## config.mk

```make
export PLATFORM = sky130hd
export DESIGN_NAME = dlcop_top
export DESIGN_NICKNAME = d
export VERILOG_FILES = /design/src/inc/dlcop_pkg.sv /design/src/hdl/dlcop_cmp.sv /design/src/hdl/dlcop_beam.sv /design/src/hdl/dlcop_top.sv
export SDC_FILE = /design/constraint.sdc
export NUM_CORES = 1
export LEC_CHECK = 0
export ABC_AREA = 1
export BUFFER_PORTS_ARGS = -buffer_cell sky130_fd_sc_hd__buf_2
export CORE_UTILIZATION = 30
export DETAILED_ROUTE_END_ITERATION = 6
export PLACE_DENSITY = 0.54
export SLEW_MARGIN = 15
export SYNTH_ARGS = -nofsm -noshare
export SYNTH_HDL_FRONTEND = slang
export SYNTH_SLANG_ARGS = --single-unit
```

## constraint.sdc

```tcl
create_clock -name pclk -period 3.9 [get_ports pclk]
set_input_delay 0.78 -clock pclk [delete_from_list [all_inputs] [get_ports pclk]]
set_output_delay 0.78 -clock pclk [all_outputs]
set_load 0.03 [all_outputs]
```

## src/inc/dlcop_pkg.sv

```systemverilog
/*
 * Shared constants for the display list coprocessor: register offsets,
 * field positions, reset values, beam timing and instruction layout.
 * Assumes a 32-bit APB with byte addresses and 16-bit list memory words.
 */
`default_nettype none

package dlcop_pkg;

	// ------------------------------------------------------------
	// Widths
	// ------------------------------------------------------------
	localparam int ADDR_W = 24;
	localparam int PADDR_W = 8;

	// ------------------------------------------------------------
	// APB register offsets
	// ------------------------------------------------------------
	localparam logic [PADDR_W-1:0] OFF_DMA_CONTROL = 8'h00;
	localparam logic [PADDR_W-1:0] OFF_LIST_PTR1   = 8'h04;
	localparam logic [PADDR_W-1:0] OFF_LIST_PTR2   = 8'h08;
	localparam logic [PADDR_W-1:0] OFF_JUMP1       = 8'h0C;
	localparam logic [PADDR_W-1:0] OFF_JUMP2       = 8'h10;
	localparam logic [PADDR_W-1:0] OFF_BEAM_CFG    = 8'h14;
	localparam logic [PADDR_W-1:0] OFF_STATUS      = 8'h18;
	localparam logic [PADDR_W-1:0] OFF_BEAM_POS    = 8'h1C;

	// ------------------------------------------------------------
	// Fields and reset values
	// ------------------------------------------------------------
	localparam int DMA_EN_BIT = 7;
	localparam int CFG_PAL_BIT = 0;
	localparam int CFG_LACE_BIT = 1;
	localparam logic [15:0] DMA_CONTROL_RST = 16'h0000;
	localparam logic [ADDR_W-1:0] LIST_PTR_RST = 24'h000000;
	localparam logic [1:0] BEAM_CFG_RST = 2'h0;

	// ------------------------------------------------------------
	// Instruction layout
	// ------------------------------------------------------------
	localparam int IR_TYPE_BIT = 0;
	localparam int IR_BLIT_BIT = 15;
	localparam logic [ADDR_W-1:0] WORD_STEP = 24'h000002;
	localparam logic [ADDR_W-1:0] INSTR_STEP = 24'h000004;
	// Move destinations that act as jump strobes inside the list
	localparam logic [8:0] DA_JUMP1 = 9'h0C8;
	localparam logic [8:0] DA_JUMP2 = 9'h0CA;

	// ------------------------------------------------------------
	// Beam timing
	// ------------------------------------------------------------
	localparam logic [1:0] HPOS_DIV_LAST = 2'h3;
	localparam logic [7:0] HPOS_LAST = 8'hE2;
	localparam logic [9:0] LINES_NTSC = 10'h106;
	localparam logic [9:0] LINES_PAL = 10'h138;
	localparam logic [9:0] LINES_PAL_LONG = 10'h139;

endpackage

`default_nettype wire

```

## src/hdl/dlcop_cmp.sv

```systemverilog
/*
 * Masked greater-or-equal compare of an instruction position against
 * the live beam counters. Purely combinational.
 * Assumes the beam horizontal count never exceeds its last position.
 */
`timescale 1ns/100ps
`default_nettype none

module dlcop_cmp
	import dlcop_pkg::*;
(
	// Instruction words
	input  wire logic [15:0] first_instr_word,
	input  wire logic [15:0] second_instr_word,
	// Live beam
	input  wire logic [7:0]  beam_v,
	input  wire logic [7:0]  beam_h,
	// Result
	output logic             pos_reached
);

	wire logic [14:0] compare_mask;
	wire logic [14:0] beam_val;
	wire logic [14:0] instr_val;

	// Top vertical bit has no enable, it always takes part
	assign compare_mask = {1'b1, second_instr_word[14:1]};
	assign beam_val = {beam_v, beam_h[7:1]} & compare_mask;
	assign instr_val = first_instr_word[15:1] & compare_mask;
	assign pos_reached = beam_val >= instr_val;

endmodule

`default_nettype wire

```

## src/hdl/dlcop_beam.sv

```systemverilog
/*
 * Beam position counters with NTSC/PAL field lengths and interlace (PAL only).
 * Assumes one horizontal step every four clocks; vblank pulses once
 * per field when the vertical count wraps to zero.
 */
`timescale 1ns/100ps
`default_nettype none

module dlcop_beam
	import dlcop_pkg::*;
(
	// Clock and reset
	input  wire logic       pclk,
	input  wire logic       presetn,
	// Mode
	input  wire logic       pal_mode,
	input  wire logic       interlace,
	// Beam
	output logic [9:0]      vpos,
	output logic [7:0]      hpos,
	output logic            vblank_start
);

	logic [1:0] div_q;
	logic       long_q;
	logic [7:0] hpos_q;
	logic [9:0] vpos_q;
	logic       vbl_q;

	wire logic       tick = div_q == HPOS_DIV_LAST;
	wire logic       line_end = tick & (hpos_q == HPOS_LAST);
	wire logic [9:0] field_lines = !pal_mode ? LINES_NTSC :
		(interlace && long_q) ? LINES_PAL_LONG : LINES_PAL;
	wire logic       field_end = line_end & (vpos_q == field_lines - 10'h001);

	always_ff @(posedge pclk or negedge presetn) begin
		if (!presetn) begin
			div_q <= 2'h0;
			hpos_q <= 8'h00;
			vpos_q <= 10'h000;
			long_q <= 1'b0;
			vbl_q <= 1'b0;
		end else begin
			div_q <= div_q + 2'h1;
			vbl_q <= field_end;
			if (line_end)
				hpos_q <= 8'h00;
			else if (tick)
				hpos_q <= hpos_q + 8'h01;
			if (field_end) begin
				vpos_q <= 10'h000;
				long_q <= interlace & ~long_q;
			end else if (line_end) begin
				vpos_q <= vpos_q + 10'h001;
			end
		end
	end

	assign vpos = vpos_q;
	assign hpos = hpos_q;
	assign vblank_start = vbl_q;

endmodule

`default_nettype wire

```

## src/hdl/dlcop_top.sv

```systemverilog
/*
 * Display list coprocessor: fetches two-word instructions from list
 * memory, waits on or skips over beam positions, and issues register
 * moves. Software reaches its registers over APB.
 * Assumes memory answers a held request with a one-cycle ack and data,
 * and that the move port's consumer takes every one-cycle write.
 */
// The register addresses and the APB register port were chosen for this implementation.
`timescale 1ns/100ps
`default_nettype none

module dlcop_top
	import dlcop_pkg::*;
(
	// Clock and reset
	input  wire logic               pclk,
	input  wire logic               presetn,
	// APB slave
	input  wire logic [PADDR_W-1:0] paddr,
	input  wire logic               psel,
	input  wire logic               penable,
	input  wire logic               pwrite,
	input  wire logic [31:0]        pwdata,
	output logic      [31:0]        prdata,
	output logic                    pready,
	output logic                    pslverr,
	// List memory read
	output logic                    mem_req,
	output logic      [ADDR_W-1:0]  mem_addr,
	input  wire logic [15:0]        mem_rdata,
	input  wire logic               mem_ack,
	// Register move port
	output logic                    move_valid,
	output logic      [8:0]         move_addr,
	output logic      [15:0]        move_data,
	// Blitter and beam
	input  wire logic               blit_done,
	output logic                    vblank
);

	// ------------------------------------------------------------
	// Types and state
	// ------------------------------------------------------------
	typedef enum logic [1:0] {
		ST_IDLE,
		ST_FETCH1,
		ST_FETCH2,
		ST_DECODE
	} dlcop_state_e;

	function automatic logic [ADDR_W-1:0] dlcop_step(
		input logic [ADDR_W-1:0] addr,
		input logic [ADDR_W-1:0] step
	);
		dlcop_step = addr + step;
	endfunction

	dlcop_state_e      state_q, state_d;
	logic [15:0]       dma_control_q;
	logic [ADDR_W-1:0] list_pointer_one_q, list_pointer_two_q;
	logic [1:0]        beam_cfg_q;
	logic [ADDR_W-1:0] pc_q, pc_d;
	logic [15:0]       first_instr_word_q, first_instr_word_d;
	logic [15:0]       second_instr_word_q, second_instr_word_d;
	logic              req_q, req_d;
	logic [ADDR_W-1:0] addr_q, addr_d;
	logic              pend_q, pend_d;
	logic [ADDR_W-1:0] pend_addr_q, pend_addr_d;
	logic              mv_q, mv_d;
	logic [8:0]        mv_addr_q;
	logic [15:0]       mv_data_q;
	logic [31:0]       prdata_q;

	// ------------------------------------------------------------
	// APB decode
	// ------------------------------------------------------------
	wire logic acc = psel & penable;
	wire logic wr = acc & pwrite;
	wire logic sel_dma = paddr == OFF_DMA_CONTROL;
	wire logic sel_lp1 = paddr == OFF_LIST_PTR1;
	wire logic sel_lp2 = paddr == OFF_LIST_PTR2;
	wire logic sel_j1 = paddr == OFF_JUMP1;
	wire logic sel_j2 = paddr == OFF_JUMP2;
	wire logic sel_cfg = paddr == OFF_BEAM_CFG;
	wire logic sel_sts = paddr == OFF_STATUS;
	wire logic sel_pos = paddr == OFF_BEAM_POS;
	wire logic mapped = sel_dma | sel_lp1 | sel_lp2 | sel_j1 | sel_j2 |
		sel_cfg | sel_sts | sel_pos;

	assign pready = 1'b1;
	assign pslverr = acc & ~mapped;

	// ------------------------------------------------------------
	// Beam and compare
	// ------------------------------------------------------------
	logic [9:0] beam_v;
	logic [7:0] beam_h;
	logic       vbl_pulse;
	logic       pos_reached;

	dlcop_beam u_beam (
		.pclk         (pclk),
		.presetn      (presetn),
		.pal_mode     (beam_cfg_q[CFG_PAL_BIT]),
		.interlace    (beam_cfg_q[CFG_LACE_BIT]),
		.vpos         (beam_v),
		.hpos         (beam_h),
		.vblank_start (vbl_pulse)
	);

	// Compare uses live counters, never a snapshot
	dlcop_cmp u_cmp (
		.first_instr_word  (first_instr_word_q),
		.second_instr_word (second_instr_word_q),
		.beam_v            (beam_v[7:0]),
		.beam_h            (beam_h),
		.pos_reached       (pos_reached)
	);

	// ------------------------------------------------------------
	// Instruction decode and restart
	// ------------------------------------------------------------
	wire logic coproc_dma_enable = dma_control_q[DMA_EN_BIT];
	wire logic is_move = ~first_instr_word_q[IR_TYPE_BIT];
	wire logic is_skip = second_instr_word_q[IR_TYPE_BIT];
	wire logic blit_done_ignore = second_instr_word_q[IR_BLIT_BIT];
	wire logic wait_met = pos_reached &
		(blit_done_ignore | blit_done);
	wire logic [8:0] dest_reg_addr = {first_instr_word_q[8:1], 1'b0};

	// Strobes come from APB access of either direction or from a move
	wire logic jump_one = (acc & sel_j1) |
		(mv_q & (mv_addr_q == DA_JUMP1));
	wire logic jump_two = (acc & sel_j2) |
		(mv_q & (mv_addr_q == DA_JUMP2));
	wire logic restart = jump_one | jump_two | vbl_pulse;
	// Strobe two wins, then strobe one, then the vblank reload
	wire logic [ADDR_W-1:0] restart_addr = jump_two ? list_pointer_two_q :
		list_pointer_one_q;
	wire logic go = restart | pend_q;
	wire logic [ADDR_W-1:0] go_addr = restart ? restart_addr : pend_addr_q;
	// An issued fetch must complete before the counter is re-pointed
	wire logic mem_busy = req_q & ~mem_ack;

	// ------------------------------------------------------------
	// Sequencer
	// ------------------------------------------------------------
	always_comb begin
		state_d = state_q;
		pc_d = pc_q;
		first_instr_word_d = first_instr_word_q;
		second_instr_word_d = second_instr_word_q;
		req_d = req_q;
		addr_d = addr_q;
		pend_d = pend_q;
		pend_addr_d = pend_addr_q;
		mv_d = 1'b0;
		if (req_q && mem_ack)
			req_d = 1'b0;
		if (go && !mem_busy) begin
			pc_d = go_addr;
			state_d = ST_FETCH1;
			pend_d = 1'b0;
		end else if (go) begin
			pend_d = 1'b1;
			pend_addr_d = go_addr;
		end else begin
			unique case (state_q)
				ST_IDLE: begin
					state_d = ST_IDLE;
				end
				ST_FETCH1, ST_FETCH2: begin
					// Disabled DMA issues no new fetch; one in flight ends
					if (!req_q && coproc_dma_enable) begin
						req_d = 1'b1;
						addr_d = pc_q;
					end else if (req_q && mem_ack) begin
						pc_d = dlcop_step(pc_q, WORD_STEP);
						if (state_q == ST_FETCH1) begin
							first_instr_word_d = mem_rdata;
							state_d = ST_FETCH2;
						end else begin
							second_instr_word_d = mem_rdata;
							state_d = ST_DECODE;
						end
					end
				end
				ST_DECODE: begin
					if (is_move) begin
						if (coproc_dma_enable) begin
							mv_d = 1'b1;
							state_d = ST_FETCH1;
						end
					end else if (is_skip) begin
						if (pos_reached)
							pc_d = dlcop_step(pc_q, INSTR_STEP);
						state_d = ST_FETCH1;
					end else if (wait_met) begin
						state_d = ST_FETCH1;
					end
					// An unreachable wait stays here until restart
				end
			endcase
		end
	end

	always_ff @(posedge pclk or negedge presetn) begin
		if (!presetn) begin
			state_q <= ST_IDLE;
			pc_q <= LIST_PTR_RST;
			first_instr_word_q <= 16'h0000;
			second_instr_word_q <= 16'h0000;
			req_q <= 1'b0;
			addr_q <= LIST_PTR_RST;
			pend_q <= 1'b0;
			pend_addr_q <= LIST_PTR_RST;
		end else begin
			state_q <= state_d;
			pc_q <= pc_d;
			first_instr_word_q <= first_instr_word_d;
			second_instr_word_q <= second_instr_word_d;
			req_q <= req_d;
			addr_q <= addr_d;
			pend_q <= pend_d;
			pend_addr_q <= pend_addr_d;
		end
	end

	// ------------------------------------------------------------
	// Move port
	// ------------------------------------------------------------
	always_ff @(posedge pclk or negedge presetn) begin
		if (!presetn) begin
			mv_q <= 1'b0;
			mv_addr_q <= 9'h000;
			mv_data_q <= 16'h0000;
		end else begin
			mv_q <= mv_d;
			if (mv_d) begin
				mv_addr_q <= dest_reg_addr;
				mv_data_q <= second_instr_word_q;
			end
		end
	end

	// ------------------------------------------------------------
	// Software registers
	// ------------------------------------------------------------
	always_ff @(posedge pclk or negedge presetn) begin
		if (!presetn) begin
			dma_control_q <= DMA_CONTROL_RST;
			list_pointer_one_q <= LIST_PTR_RST;
			list_pointer_two_q <= LIST_PTR_RST;
			beam_cfg_q <= BEAM_CFG_RST;
		end else begin
			if (wr && sel_dma)
				dma_control_q <= pwdata[15:0];
			// Word aligned: bit 0 of a pointer is forced low
			if (wr && sel_lp1)
				list_pointer_one_q <= {pwdata[ADDR_W-1:1], 1'b0};
			if (wr && sel_lp2)
				list_pointer_two_q <= {pwdata[ADDR_W-1:1], 1'b0};
			if (wr && sel_cfg)
				beam_cfg_q <= pwdata[1:0];
		end
	end

	// ------------------------------------------------------------
	// Read data, captured in the setup cycle
	// ------------------------------------------------------------
	wire logic [3:0] status_bits = {pend_q,
		state_q == ST_DECODE, state_q == ST_FETCH1 || state_q == ST_FETCH2,
		state_q == ST_IDLE};
	wire logic [31:0] rd_mux =
		sel_dma ? {16'h0000, dma_control_q} :
		sel_lp1 ? {8'h00, list_pointer_one_q} :
		sel_lp2 ? {8'h00, list_pointer_two_q} :
		sel_cfg ? {30'h00000000, beam_cfg_q} :
		sel_sts ? {pc_q, 4'h0, status_bits} :
		sel_pos ? {14'h0000, beam_v, beam_h} : 32'h00000000;

	always_ff @(posedge pclk or negedge presetn) begin
		if (!presetn)
			prdata_q <= 32'h00000000;
		else if (psel && !penable)
			prdata_q <= rd_mux;
	end

	assign prdata = prdata_q;
	assign mem_req = req_q;
	assign mem_addr = addr_q;
	assign move_valid = mv_q;
	assign move_addr = mv_addr_q;
	assign move_data = mv_data_q;
	assign vblank = vbl_pulse;

endmodule

`default_nettype wire

```

==> results.md <==
Outcome:
- The run finished, with violations left.
- The final reports fail on DRC.

Yosys:
- The share of Yosys cell area claimed by the top area cell type is 0.502.
- After synthesis, the largest family of logic cells by area is simple AND/OR/NAND/NOR gates.
- The cell taking the most area after synthesis is dfrtp_1.
- In the synthesized netlist, the cells that appear most often are nand2_1, dfrtp_1, o21ai_0, inv_1, nor2_1.
- A synthesized cell averages 7.86 um2.
- The post-synthesis sequential area ratio is 0.502.
- The post-synth net total is 1680.
- Of the post-synthesis cell area, the part taken by muxes is 0.
- The share of synthesized cell area in and, or, nand and nor gates is 0.246.
- In this run, synthesis inferred 0 flip-flops with an integrated enable.
- The synthesis warning total is 0.
- Counting flops and latches in the post-synthesis netlist gives 251.
- The share of synthesized flip-flops with an asynchronous set or reset is 1.00.
- Synthesis produced 1591 cells.
- The xor-xnor portion of the synthesized cell area is 0.0140.
- The synthesized-area fraction occupied by adder cells is 0.0260.
- Among all cell types in the netlist, the one instantiated most often is nand2_1.
- The post-synthesis cell type count is between 40 and 50.
- The post-synthesis compound-gate area fraction is 0.134.
- Among all flip-flop cells after synthesis, the most frequent one is dfrtp_1.
- By area the synthesized netlist is led by dfrtp_1, nand2_1, o21ai_0.
- The cell area that synthesis handed to floorplanning was about 13000 um2.

Global routing:
- The via count of the first global-routing pass is 10384.
- The final global-route overflow total is 0.
- The initial antenna violation count is 1.
- In the global route stage, overall resource usage came out at 0.175.
- The first global-routing pass estimated 58.2 mm of wire.
- The pin count of the biggest net entering global routing is 92.

Clocking:
- The post-CTS setup repair buffer count is 0.
- The clock passes through at most 3 buffers.
- The tree built by TritonCTS fans out to 251 sinks.
- TritonCTS built the clock tree.
- After clock tree synthesis, the repair step resized 0 gates.
- The maximum level of the CTS H-tree is 1.
- Buffers inserted during clock tree synthesis total 28.
- The latest clock arrival within the worst-skew pair is approximately 550 ps.
- The root buffer cell is clkbuf_16.
- The register clock-pin slew on the reported worst setup and hold paths is 60 ps.
- The post-cts hold buffer count is 0.

Power:
- The worst-case vdd ir drop is 0.258 mV.
- The power density normalized to cell area is 475 nW/um2.
- The combinational share of power is 0.158.
- The analysis attributes to net switching a power of 0.00203 W.
- The internal power is 0.00500 W.
- The leakage power is 7.53 nW.
- The share of total power dissipated in sequential elements is 0.418.
- The switching power as a share of total power is 0.289.
- The relative contribution of the clock network to total power is 0.424.

Hold path:
- The class of the tightest hold or removal check is in2async.

Floorplanning:
- The width of the chip is 206 um.
- The full die area is 42500 um2.
- The starting utilization of the core area is 0.305.
- The placeable core region is 41000 um2.
- The floorplan has 74 rows.
- The die is about 210 um tall.
- In this run the count of I/O pins placed on the die edge is 149.

Placed design:
- The number of I/O port buffers is 138.
- The total placed instance area is 13800 um2.
- The cell count after placement is 2222.
- The HPWL after detailed placement is 26.8 mm.
- The placer congestion estimate is ~0.84.

Timing:
- Setup violations remaining at the end of the flow were counted as 0.
- The final hold violation count came to 0.
- Setup repair after global routing left no endpoint under its margin.
- Clock skew on the completed layout was measured at 14.8 ps.
- The final number of max-transition violations was 0.
- The final critical-path share of the clock period is 0.730.
- The sum of negative setup slack is 0 ps.
- The peak clock frequency supported by timing is 0.351 GHz.
- The minimum clock period is ~2800 ps.
- The worst pin sits at a relative slew slack of 0.497.
- The worst-margin pin slew is 755 ps.

Final layout:
- Of the cells placed in the final design, the portion with a size suffix greater than 1 is 0.137.
- For this run, the number of standard cells in the final layout without fillers is 2273.
- The final layout contains 1809 nets.
- The filler cells instantiated in the layout total 4287.
- Compared with the post-synthesis result, the final layout area differs by 18.4%.
- The finished cells cover about 15000 um2.

Setup path:
- The required time of the critical path is 3120 ps.
- The worst setup path is launched from an input pin.
- The register-to-register path setup slack is 1380 ps.
- The data arrival time of the critical path is 2070 ps.
- The capture point of the worst reg-to-reg path is pc_q[15].
- Counting cells, the worst reg-to-reg path comes to 13.
- In this run the worst setup path begins at paddr[0].
- The worst setup path is of the in2out kind.
- The maximum net fanout on the critical path is 16.
- The worst setup path is captured at a primary output.
- The reg-to-reg critical path startpoint is u_beam.vpos[5].

Drt:
- Dividing the detail-routed via count by the number of cells gives 4.72.
- The count of nets left with antenna violations once routing finished came out at 0.
- After detailed routing, the average wire length per cell comes to 16.0 um.
- The via count of the routed design is 10728.
- For this block, the initial DRC count from the detailed router was 688.
- The number of iterations in the first detailed-routing pass is 7.
- The DRC violation count after routing is 8.
- The final layout contains routed wiring with a total length of 36.4 mm.

Run:
- The reported max-cap violation count is 0.
[area by class of cell]
cell class                 instances  area [um2]  area share
inverter                         173         649      0.0439
sequential                       251        6280       0.424
multi-input combinational       1105        5270       0.356
timing repair buffer             161         898      0.0607
clock buffer                      40         837      0.0565
antenna                            1        2.50    0.000169
clock inverter                    10         206      0.0139
tap                              532         666      0.0450
[worst max path at each step]
stage          slack, ps        to
4_1_cts             1020   pslverr
5_1_grt              950   pslverr
6_report            1050   pslverr
3_5_place_dp         940  pc_q[15]
3_3_place_gp         980  pc_q[17]
2_1_floorplan        770   pslverr
[power by group through the flow]
stage               clock network [W]  registers, W  logic, W
floorplan                           0       0.00299  0.000766
global placement                    0       0.00298   0.00111
detailed placement                  0       0.00298   0.00112
CTS                           0.00305       0.00294   0.00113
global route                  0.00315       0.00296   0.00127
finish                        0.00298       0.00294   0.00111
[flip-flops by register name (all words and copies together), names as in the netlist]
register             count
prdata                  32
mem_addr                24
pc_q                    24
pend_addr_q             24
list_pointer_one_q      23
list_pointer_two_q      23
dma_control_q           16
first_instr_word_q      16
move_data               16
second_instr_word_q     16
u_beam.vpos             10
move_addr                8
u_beam.hpos              8
beam_cfg_q               2
state_q                  2
u_beam.div_q             2
mem_req                  1
move_valid               1
pend_q                   1
u_beam.long_q            1
u_beam.vblank_start      1
[worst max-delay path, cell delays in order]
cell and delay (ps):
buf_2 80, inv_1 30, nand2_1 160, nor2_1 110, nand2_1 80, buf_4 210, inv_1 140, nor4_1 240
buf_2 240
[cells by family (layout without fill, tap and decap cells)]
logic type / count (synthesis) / in the layout
AND/OR/NAND/NOR: 758 / 758
XOR/XNOR: 20 / 20
other: 2 / 3
buffers and inverters: 235 / 384
flip-flops: 251 / 251
AO/OA/AOI/OAI: 299 / 299
adder cells (fa/ha/maj): 26 / 26
[metal layers]
layer  global-route usage  vias to the layer above  wire, um
met2                0.266                      225     15900
met1                0.257                     5087     18100
li1                     -                     5376         -
met5                    0                        -         0
met3               0.0254                       40      1680
met4               0.0475                        0       712
[cell usage in the layout, fill, tap and decap left out, drive strengths merged]
cell type and n:
nand2 593, dfrtp 251, o21ai 182, inv 174, buf 161, nor2 85, nand3 40, clkbuf 40
a21oi 37, ha 26, a31oi 23, nor3 22, o211ai 19, xor2 19, o22ai 14, a221oi 10
nand4 7, bufinv 6, nand3b 4, nor4 3, o2111ai 3, a211oi 2, or2 2, o21a 2
conb 2, clkinv 2, diode 1, a31o 1, a2111oi 1, nor3b 1, and3 1, o2111a 1
xnor2 1, o21bai 1, o221ai 1, o311ai 1, a21boi 1, clkinvlp 1
[metrics by stage]
step	worst slack [ps]	hold WS (ps)	total power [W]	utilization
final	1050	238	0.00703	0.361
after CTS	1020	266	0.00712	0.361
after floorplan	767	401	0.00375	-
after global routing	947	297	0.00738	0.361
after global placement	983	411	0.00408	0.336
after detailed placement	942	422	0.00411	0.336
Power figures use the tool's default switching activity.
